$ cat config.mk
export PLATFORM = sky130hd
export DESIGN_NAME = dssr_top
export DESIGN_NICKNAME = d
export VERILOG_FILES = /design/src/rtl/dssr_pkg.sv /design/src/rtl/dssr_top.sv /design/src/rtl/dssr_lane.sv
export SDC_FILE = /design/constraint.sdc
export NUM_CORES = 1
export LEC_CHECK = 0
export ABC_AREA = 1
export BUFFER_PORTS_ARGS = -buffer_cell sky130_fd_sc_hd__buf_2
export CAP_MARGIN = 20
export CELL_PAD_IN_SITES_DETAIL_PLACEMENT = 1
export CELL_PAD_IN_SITES_GLOBAL_PLACEMENT = 1
export CORE_MARGIN = 5
export CORE_UTILIZATION = 50
export DETAILED_ROUTE_END_ITERATION = 16
export PLACE_DENSITY_LB_ADDON = 0.1
export SLEW_MARGIN = 20
export SYNTH_ARGS = -nofsm -noshare
export SYNTH_HDL_FRONTEND = slang
export SYNTH_HIERARCHICAL = 1
export SYNTH_SLANG_ARGS = --single-unit
$ cat constraint.sdc
create_clock -name clk -period 1.64 [get_ports clk]
set_clock_uncertainty 0.05 [all_clocks]
set_input_delay 0.082 -clock clk [delete_from_list [all_inputs] [get_ports clk]]
set_output_delay 0.082 -clock clk [all_outputs]
set_load 0.01 [all_outputs]
$ cat src/rtl/dssr_pkg.sv
package dssr_pkg;

  // ------------------------------------------------------------
  // Register lengths
  // ------------------------------------------------------------
  localparam int LONG_LEN = 512;
  localparam int SHORT_LEN = 480;

  // ------------------------------------------------------------
  // Timing
  // ------------------------------------------------------------
  localparam int CLK_PERIOD_PS = 5000;
  localparam int CLK_HIGH_MAX_US = 100;
  localparam int CLK_HIGH_MAX_CYC = (CLK_HIGH_MAX_US * 1000000) / CLK_PERIOD_PS;
  localparam int FAST_MAX_KHZ = 3000;
  localparam int STD_MAX_KHZ = 1500;
  localparam int FAST_MIN_PERIOD_CYC = (1000000000 / FAST_MAX_KHZ + CLK_PERIOD_PS - 1) / CLK_PERIOD_PS;
  localparam int STD_MIN_PERIOD_CYC = (1000000000 / STD_MAX_KHZ + CLK_PERIOD_PS - 1) / CLK_PERIOD_PS;
  localparam int GAP_W = 8;

  // ------------------------------------------------------------
  // Pin group sampled with the shift clock
  // ------------------------------------------------------------
  typedef struct packed {
    logic mode_select;
    logic serial_in_first;
    logic serial_in_second;
  } dssr_pins_type;

  localparam dssr_pins_type PINS_RST = '{mode_select: 1'b0, serial_in_first: 1'b0, serial_in_second: 1'b0};

endpackage

$ cat src/rtl/dssr_top.sv
// Overview of operation
// - Two independent registers, 512 or 480 bits
// - Shift one position on clock falling edge
// - Select 0 recirculates, 1 writes input
// - Master follows input high, slave loads low
// - Contents kept while clock low; high limited
`timescale 1ns/1ps
module dssr_top #(
  parameter int REG_LEN = dssr_pkg::LONG_LEN,
  parameter bit FAST_GRADE = 1'b1,
  parameter int HIGH_MAX_CYC = dssr_pkg::CLK_HIGH_MAX_CYC
) (
  input wire logic clk,
  input wire logic rst_n,
  input wire logic shift_clk,
  input wire logic mode_select,
  input wire logic serial_in_first,
  input wire logic serial_in_second,
  output logic serial_out_first,
  output logic serial_out_second,
  output logic clk_high_overrun,
  output logic clk_rate_violation
);

  localparam int HW = $clog2(HIGH_MAX_CYC + 1);
  localparam int MIN_PER = FAST_GRADE ? dssr_pkg::FAST_MIN_PERIOD_CYC : dssr_pkg::STD_MIN_PERIOD_CYC;
  localparam logic [HW-1:0] HIGH_LIMIT = HW'(HIGH_MAX_CYC);
  localparam logic [dssr_pkg::GAP_W-1:0] GAP_MIN = dssr_pkg::GAP_W'(MIN_PER);
  localparam logic [dssr_pkg::GAP_W-1:0] GAP_SAT = '1;

  typedef struct packed {
    logic clk_s1;
    logic clk_s2;
    logic clk_d;
    dssr_pkg::dssr_pins_type pin_s1;
    dssr_pkg::dssr_pins_type pin_s2;
    dssr_pkg::dssr_pins_type master;
    logic shift;
    logic [HW-1:0] high_cnt;
    logic overrun;
    logic [dssr_pkg::GAP_W-1:0] gap_cnt;
    logic seen_fall;
    logic rate_err;
  } dssr_state_type;

  dssr_state_type st_r;
  dssr_state_type st_nxt;
  dssr_pkg::dssr_pins_type pins_in;
  logic fall;

  assign pins_in = '{mode_select: mode_select, serial_in_first: serial_in_first,
                     serial_in_second: serial_in_second};
  assign fall = st_r.clk_d & ~st_r.clk_s2;

  // ------------------------------------------------------------
  // Next state
  // ------------------------------------------------------------
  always_comb begin
    st_nxt = st_r;
    // Pins pass two flops; clock and data share the same delay
    st_nxt.clk_s1 = shift_clk;
    st_nxt.clk_s2 = st_r.clk_s1;
    st_nxt.clk_d = st_r.clk_s2;
    st_nxt.pin_s1 = pins_in;
    st_nxt.pin_s2 = st_r.pin_s1;
    // Master transparent while clock high, frozen while low
    if (st_r.clk_s2) begin
      st_nxt.master = st_r.pin_s2;
    end
    // Slave chain advances once per falling edge
    st_nxt.shift = fall;
    // Clock high time monitor
    if (!st_r.clk_s2) begin
      st_nxt.high_cnt = '0;
      st_nxt.overrun = 1'b0;
    end else if (st_r.high_cnt != HIGH_LIMIT) begin
      st_nxt.high_cnt = st_r.high_cnt + HW'(1);
    end else begin
      st_nxt.overrun = 1'b1;
    end
    // Falling edge spacing against the grade limit
    if (fall) begin
      st_nxt.gap_cnt = dssr_pkg::GAP_W'(1);
      st_nxt.seen_fall = 1'b1;
      if (st_r.seen_fall && st_r.gap_cnt < GAP_MIN) begin
        st_nxt.rate_err = 1'b1;
      end
    end else if (st_r.gap_cnt != GAP_SAT) begin
      st_nxt.gap_cnt = st_r.gap_cnt + dssr_pkg::GAP_W'(1);
    end
  end

  // ------------------------------------------------------------
  // State register
  // ------------------------------------------------------------
  always_ff @(posedge clk or negedge rst_n) begin
    if (!rst_n) begin
      st_r <= '{clk_s1: 1'b0, clk_s2: 1'b0, clk_d: 1'b0, pin_s1: dssr_pkg::PINS_RST,
                pin_s2: dssr_pkg::PINS_RST, master: dssr_pkg::PINS_RST, shift: 1'b0,
                high_cnt: '0, overrun: 1'b0, gap_cnt: '0, seen_fall: 1'b0, rate_err: 1'b0};
    end else begin
      st_r <= st_nxt;
    end
  end

  assign clk_high_overrun = st_r.overrun;
  assign clk_rate_violation = st_r.rate_err;

  // ------------------------------------------------------------
  // Two independent storage lanes
  // ------------------------------------------------------------
  dssr_lane #(.LEN(REG_LEN)) u_lane_first (
    .clk(clk),
    .rst_n(rst_n),
    .shift(st_r.shift),
    .write_sel(st_r.master.mode_select),
    .write_bit(st_r.master.serial_in_first),
    .serial_out(serial_out_first)
  );

  dssr_lane #(.LEN(REG_LEN)) u_lane_second (
    .clk(clk),
    .rst_n(rst_n),
    .shift(st_r.shift),
    .write_sel(st_r.master.mode_select),
    .write_bit(st_r.master.serial_in_second),
    .serial_out(serial_out_second)
  );

endmodule

$ cat src/rtl/dssr_lane.sv
`timescale 1ns/1ps
module dssr_lane #(
  parameter int LEN = dssr_pkg::LONG_LEN
) (
  input wire logic clk,
  input wire logic rst_n,
  input wire logic shift,
  input wire logic write_sel,
  input wire logic write_bit,
  output logic serial_out
);

  typedef struct packed {
    logic [LEN-1:0] cells;
  } dssr_lane_type;

  dssr_lane_type st_r;
  dssr_lane_type st_nxt;

  // ------------------------------------------------------------
  // Storage chain
  // ------------------------------------------------------------
  always_comb begin
    st_nxt = st_r;
    if (shift) begin
      st_nxt.cells = {st_r.cells[LEN-2:0], write_sel ? write_bit : st_r.cells[LEN-1]};
    end
  end

  // Holds indefinitely when no shift arrives
  always_ff @(posedge clk or negedge rst_n) begin
    if (!rst_n) begin
      st_r <= '0;
    end else begin
      st_r <= st_nxt;
    end
  end

  assign serial_out = st_r.cells[LEN-1];

endmodule

==> summary.md, run 1 <==
| Metric | Value |
|---|---|
| Status | finished clean |
| Top_reg_cell synth | dfrtp_1 |
| Die Y | 292 um |
| Syn_area_per_cell | 9.80 um^2 |
| Boundary Pins | 10 |
| Ys async rst share | 1.00 |
| Crit Path Category | reg -> reg |
| Final GP Congestion | ~0.70 |
| Dpl cells | about 5000 |
| CTS Buf Count | 110 |
| Dominant cells by area after synthesis | dfrtp_1 (67%), o21ai_0 (12%), nand2_1 (10%) |
| Final Cycle Share | 0.963 |
| Slew Limit Fails | 0 |
| R2r worst-path depth | 4 |
| # diodes | 0 |
| Worst slew margin | 0.500 |
| Rows | ~100 |
| H-tree Lvls | 3 |
| Layout cell share with drive strength beyond 1 | 0.0755 |
| Worst r2r src | st_r[26] |
| Fin Setup TNS | 0 ps |
| Die area | 85100 um^2 |
| CTS tree | done |
| Yosys warnings | 6 |
| Core Util, Final | 0.573 |
| Die X | ~290 um |
| M1 WL | between 30000 and 40000 um |
| Reg-to-Reg End | u_lane_second/st_r[298] |
| DRT Wirelength | ~75000 um |
| Worst VDD drop | slightly above 0.9 mV |
| Antenna violations before repair | 1 |
| Dominant cell type by area after synthesis | dfrtp_1 |
| Comb pwr share | 0.038 |
| Clock Path Buffers | 3 |
| DRC | 0 |
| Startpoint Class | flop |
| Initial Util | 0.503 |
| Vias in the first global route | about 28000 |
| Remaining global-route overflow | 0 |
| Final-report hold violation count | 0 |
| Clock sink count | 1063 |
| Routed WL per cell | around 14 um |
| Largest net degree at the start of global routing | ~110 |
| Net Sw Frac | 0.222 |
| All-Layer GR Usage | 0.182 |
| DR top layer | met4 |
| Post-CTS Setup Bufs | 0 |
| Critical Path AT | ~2100 ps |
| Worst Hold Slack | roughly 110 ps |
| Clock power share | 0.463 |
| Fin cells | 5208 |
| Clk slew on worst S/H paths | 60 ps |
| Via Count | 26083 |
| Filler cells | 8727 |
| Share of the synthesized area in the top cell type | 0.670 |
| Global-route wire length before repair | 136000 um |
| Reg2Reg Setup Slack | 60 ps |
| FF+latch count, synth | ~1100 |
| CP max FO | 61 |
| Hold WC Path Type | in -> async |
| Max frequency | about 0.63 GHz |
| Seq pwr share | 0.499 |
| CP Capture Type | flop |
| Final setup vio count | 0 |
| Max-cap check violation count | 0 |
| TritonRoute pass-1 iters | 5 |
| IO buf count | 9 |
| NetSw | ~0.012 W |
| Post-synth EDFFs | 0 |
| Final HPWL from detailed placement | between 40000 and 50000 um |
| RSZ-0062 raised after global routing | no |
| Layout area overhead | 13.9% |
| Syn nets | slightly above 4000 |
| Power density over the cells | ~1200 nW/um^2 |
| Final antenna-violating net count | 0 |
| Post-synthesis sequential area ratio | 0.670 |
| Int Pwr | approximately 0.041 W |
| Placed cell areas | 41500 um^2 |
| Met2 wire length | 36500 um |
| Leakage | ~20 nW |
| Cell count after synthesis | roughly 4000 |
| Minimum clock period | 1580 ps |
| Core Box Area | a little under 80000 um^2 |
| Avg Vias per Cell | between 5 and 6 |
| Area of the mapped netlist | 39700 um^2 |
| First-iteration detailed-routing DRC count | ~1500 |
| Met3 WL | between 1500 and 2000 um |
| Final Instance Area | approximately 45000 um^2 |
| Clk root buf | clkbuf_16 |
| Distinct cell type count after synthesis | 26 |
| Critical path data required time | between 2000 and 2500 ps |
| Clock latency on the worst-skew pair | 670 ps |
| Worst slew pin tran | ~750 ps |
| Final nets | 4077 |
power by group through the flow:
stage	clock [W]	sequential (W)	combinational [W]
3_3_place_gp	0	0.0270	0.00206
4_1_cts	0.0254	0.0266	0.00213
6_report	0.0246	0.0266	0.00205
3_5_place_dp	0	0.0270	0.00209
2_1_floorplan	0	0.0270	0.00100
5_1_grt	0.0266	0.0266	0.00236
how the worst max path moves through the flow:
stage	slack, ps	cells past startpoint	endpoint	startpoint
2_1_floorplan	320	7	u_lane_first/st_r[223]	st_r[26]
3_3_place_gp	160	3	u_lane_second/st_r[208]	st_r[26]
3_5_place_dp	100	3	u_lane_second/st_r[48]	st_r[26]
4_1_cts	50	4	u_lane_second/st_r[298]	st_r[26]
5_1_grt	1	4	u_lane_second/st_r[298]	st_r[26]
6_report	60	4	u_lane_second/st_r[298]	st_r[26]
cell type report:
class	count	area (um^2)	area share
Sequential cell	1063	26600	0.589
Timing Repair Buffer	137	1870	0.0413
Multi-Input combinational cell	2212	9730	0.215
Clock buffer	162	3220	0.0712
Tap cell	1050	1310	0.0291
Inverter	544	2060	0.0455
Clock inverter	40	404	0.00894
per-stage QoR:
step	setup slack, ps	power (W)
floorplan	325	0.0280
global placement	164	0.0291
detailed placement	104	0.0291
CTS	49.2	0.0541
global route	1.35	0.0555
finish	61.4	0.0533
layer usage:
metal  track usage  up-vias
met1         0.253    13136
met4        0.0435        0
met5             0        -
met2         0.309      168
li1              -    12663
met3        0.0268      116
cells in the final DEF (no fill, tap or decap), drive strengths merged:
cell,synthesis,final
a21oi,8,8
clkbuf,105,162
dlygate4sd3,0,10
xor2,2,2
nand3,23,23
nand4,4,4
o21bai,1,1
xnor2,1,1
ha,3,3
dfrtp,1063,1063
nor3b,1,1
nand3b,1,1
nor3,4,4
nor2,38,38
o21ai,1031,1031
o21a,1,1
inv,544,548
bufinv,0,5
clkinvlp,0,6
buf,126,127
clkinv,0,25
nand2,1094,1094
synthesized netlist by cell type (4+ instances only):
| cell | number |
|---|---|
| clkbuf_1 | 104 |
| buf_2 | 53 |
| nor3_1 | 4 |
| dfrtp_1 | 1063 |
| inv_1 | 541 |
| buf_4 | 45 |
| nand4_1 | 4 |
| a21oi_1 | 8 |
| o21ai_0 | 930 |
| nand3_1 | 21 |
| nand2_1 | 1093 |
| nor2_1 | 35 |
| buf_6 | 28 |
| o21ai_1 | 101 |
critical path, cell delays in order, from the launching register on:
cell	delay (ps)
dfrtp_4	600
inv_8	270
buf_12	280
nand2_1	100
o21ai_0	110
sequential cells by signal, summed over array words and instances (netlist names):
signal              flops
st_r                   32
u_lane_second/st_r    512
st_nxt                  5
u_lane_first/st_r     512
clk_rate_violation      1
clk_high_overrun        1
cell families (layout without fill, tap and decap cells):
logic type,after synthesis,after routing,synth area share
flops,1063,1063,0.670
simple gates,1165,1165,0.112
xor+xnor,3,3,0.000662
buf+inv,775,883,0.0846
fa+ha+maj,3,3,0.000946
compound gates,1041,1041,0.131
what timing repair did:
item	4_1_cts	5_1_grt
setup endpoints to repair	0	1
hold endpoints to repair	1067	0
hold buffers	10	0
gates resized for setup	0	1
Note: power is estimated with default switching activity, not from simulation.
==> run 2, diff against run 1 <==
--- a/config.mk
+++ b/config.mk
@@ -11,7 +11,7 @@
 export CELL_PAD_IN_SITES_DETAIL_PLACEMENT = 1
 export CELL_PAD_IN_SITES_GLOBAL_PLACEMENT = 1
 export CORE_MARGIN = 5
-export CORE_UTILIZATION = 50
+export CORE_UTILIZATION = 33
 export DETAILED_ROUTE_END_ITERATION = 16
 export PLACE_DENSITY_LB_ADDON = 0.1
 export SLEW_MARGIN = 20
==> summary.md, run 2 (synthesis gave the netlist of run 1 again) <==
| Metric | Value |
|---|---|
| Status | finished clean (unchanged) |
| Minimum clock period | 1580 ps (about the same) |
| Filler cells | 13328 (was 8727) |
| Reg-to-Reg End | u_lane_second/st_r[238] (was u_lane_second/st_r[298]) |
| Hold WC Path Type | reg -> reg (was in -> async) |
| CTS tree | done (unchanged) |
| Leakage | 20.6 nW (was 20.3 nW) |
| Clock sink count | 1063 (unchanged) |
| Final HPWL from detailed placement | 43300 um (was 44600 um) |
| Startpoint Class | input pin (was flop) |
| CP max FO | 13 (was 61) |
| Via Count | 25735 (was 26083) |
| Final Cycle Share | 0.964 (was 0.963) |
| Clk root buf | clkbuf_16 (unchanged) |
| Final GP Congestion | 0.696 (was 0.705) |
| Crit Path Category | in -> async (was reg -> reg) |
| Die area | 127000 um^2 (was 85100 um^2) |
| Critical path data required time | 2380 ps (was 2140 ps) |
| Core Util, Final | 0.388 (was 0.573) |
| Most common cell after layout, fill and taps aside | nand2_1 (unchanged) |
| Layout area overhead | 17.1% (was 13.9%) |
| Commonest cells after routing, fill and taps aside | nand2_1 (1093), dfrtp_1 (1062), o21ai_0 (930), inv_1 (541), clkbuf_16 (122) (was nand2_1 (1093), dfrtp_1 (1062), o21ai_0 (930), inv_1 (541), clkbuf_16 (111)) |
| Initial Util | 0.332 (was 0.503) |
| Largest net degree at the start of global routing | 108 (was 109) |
| Layout cell share with drive strength beyond 1 | 0.0790 (was 0.0755) |
| Clock Path Buffers | 3 (unchanged) |
| Critical Path AT | 2330 ps (was 2080 ps) |
| CP Capture Type | async pin (was flop) |
| Final antenna-violating net count | 0 (unchanged) |
| # diodes | 0 (unchanged) |
| Final-report hold violation count | 0 (unchanged) |
| First-iteration detailed-routing DRC count | 1396 (was 1522) |
| Avg Vias per Cell | 4.45 (was 5.01) |
| Biggest regs | u_lane_first/st_r (512), u_lane_second/st_r (512), st_r (32) (unchanged) |
| Reg2Reg Setup Slack | 180 ps (was 60 ps) |
| Area of the multi-input gates | 9720 um^2 (was 9730 um^2) |
| Global-route wire length before repair | 135000 um (was 136000 um) |
| DRT Wirelength | 73900 um (was 75200 um) |
| Vias in the first global route | 28006 (was 28254) |
| Worst Hold Slack | 300 ps (was 109 ps) |
| Final nets | 4087 (was 4077) |
| Worst slew margin | 0.665 (was 0.500) |
| WHS Path Cells | 0 |
| Tot Pwr | 0.0562 W (was 0.0533 W) |
| H-tree Lvls | 3 (unchanged) |
| Final setup vio count | 0 (unchanged) |
| Max frequency | 0.633 GHz (about the same) |
| Remaining global-route overflow | 0 (unchanged) |
| Core Box Area | 120000 um^2 (was 78900 um^2) |
| Worst slew pin tran | 503 ps (was 747 ps) |
| Clk slew on worst S/H paths | 60 ps (about the same) |
| Boundary Pins | 10 (unchanged) |
| DRC | 0 (unchanged) |
| Worst Hold End | st_nxt[36] |
| Max-cap check violation count | 0 (unchanged) |
| Antenna violations before repair | 0 (was 1) |
| Die Y | 357 um (was 292 um) |
| Rows | 127 (was 103) |
| Register area | 26600 um^2 (unchanged) |
| Power density over the cells | 1210 nW/um^2 (was 1180 nW/um^2) |
| Die X | 357 um (was 292 um) |
| IO buf count | 9 (unchanged) |
| Fin Setup TNS | 0 ps (unchanged) |
| CTS Buf Count | 118 (was 110) |
| HP Start | st_nxt[37] |
| TritonRoute pass-1 iters | 4 (was 5) |
| Slew Limit Fails | 0 (unchanged) |
| Worst VDD drop | 0.762 mV (was 0.919 mV) |
| RSZ-0062 raised after global routing | no (unchanged) |
| R2r worst-path depth | 5 (was 4) |
| Routed WL per cell | 12.8 um (was 14.4 um) |
| All-Layer GR Usage | 0.122 (was 0.182) |
| Worst r2r src | st_r[26] (unchanged) |
| Clock latency on the worst-skew pair | 680 ps (was 670 ps) |
==> run 2: how the worst max path moves through the flow <==
stage / from / endpoint / slack, ps
6_report: rst_n / u_lane_first/st_r[61] / 60
5_1_grt: rst_n / u_lane_first/st_r[61] / 4
4_1_cts: rst_n / u_lane_first/st_r[61] / 90
3_5_place_dp: st_r[26] / u_lane_second/st_r[238] / 170
3_3_place_gp: st_r[26] / u_lane_first/st_r[506] / 200
2_1_floorplan: st_r[26] / u_lane_first/st_r[223] / 320
==> run 2: through the flow <==
| stage | worst slack (ps) | instances | area [um^2] |
|---|---|---|---|
| final | 59.0 | 5787 | 46400 |
| after global placement | 204 | 5559 | 42200 |
| after global routing | 4.25 | 5787 | 46400 |
| after detailed placement | 166 | 5559 | 42200 |
| after CTS | 92.2 | 5787 | 46400 |
| after floorplan | 325 | 4050 | 39700 |
==> run 2: final cells by class <==
| class | instances | area share |
|---|---|---|
| clock buffer | 182 | 0.0781 |
| sequential | 1063 | 0.573 |
| multi-input combinational | 2212 | 0.209 |
| tap | 1612 | 0.0434 |
| clock inverter | 35 | 0.0107 |
| inverter | 544 | 0.0443 |
| timing repair buffer | 139 | 0.0414 |
==> run 2: what timing repair did <==
item	in CTS	in global routing
buffers inserted	0	0
endpoints found under the hold margin	1067	0
hold buffers	11	0
gates resized for setup	0	0
setup endpoints to repair	0	0
==> run 2: routing by layer <==
layer	track usage	wire, um	up-vias
met3	0.0235	2080	115
met2	0.196	32500	160
met5	0	0	-
met4	0.0346	1780	0
met1	0.170	37600	12757
li1	-	-	12703
==> run 2: where the power goes <==
part | switching, W | total (W) | internal, W | leakage, nW
Sequential | 0.000116 | 0.0266 | 0.0264 | 14.8
Combinational | 0.00148 | 0.00207 | 0.000596 | 3.72
Clock | 0.0106 | 0.0276 | 0.0170 | 2.05
==> run 2: critical path: stages <==
cell and delay, ps:
dlygate4sd3_1 520, dlygate4sd3_1 580, buf_8 240, dlygate4sd3_1 890
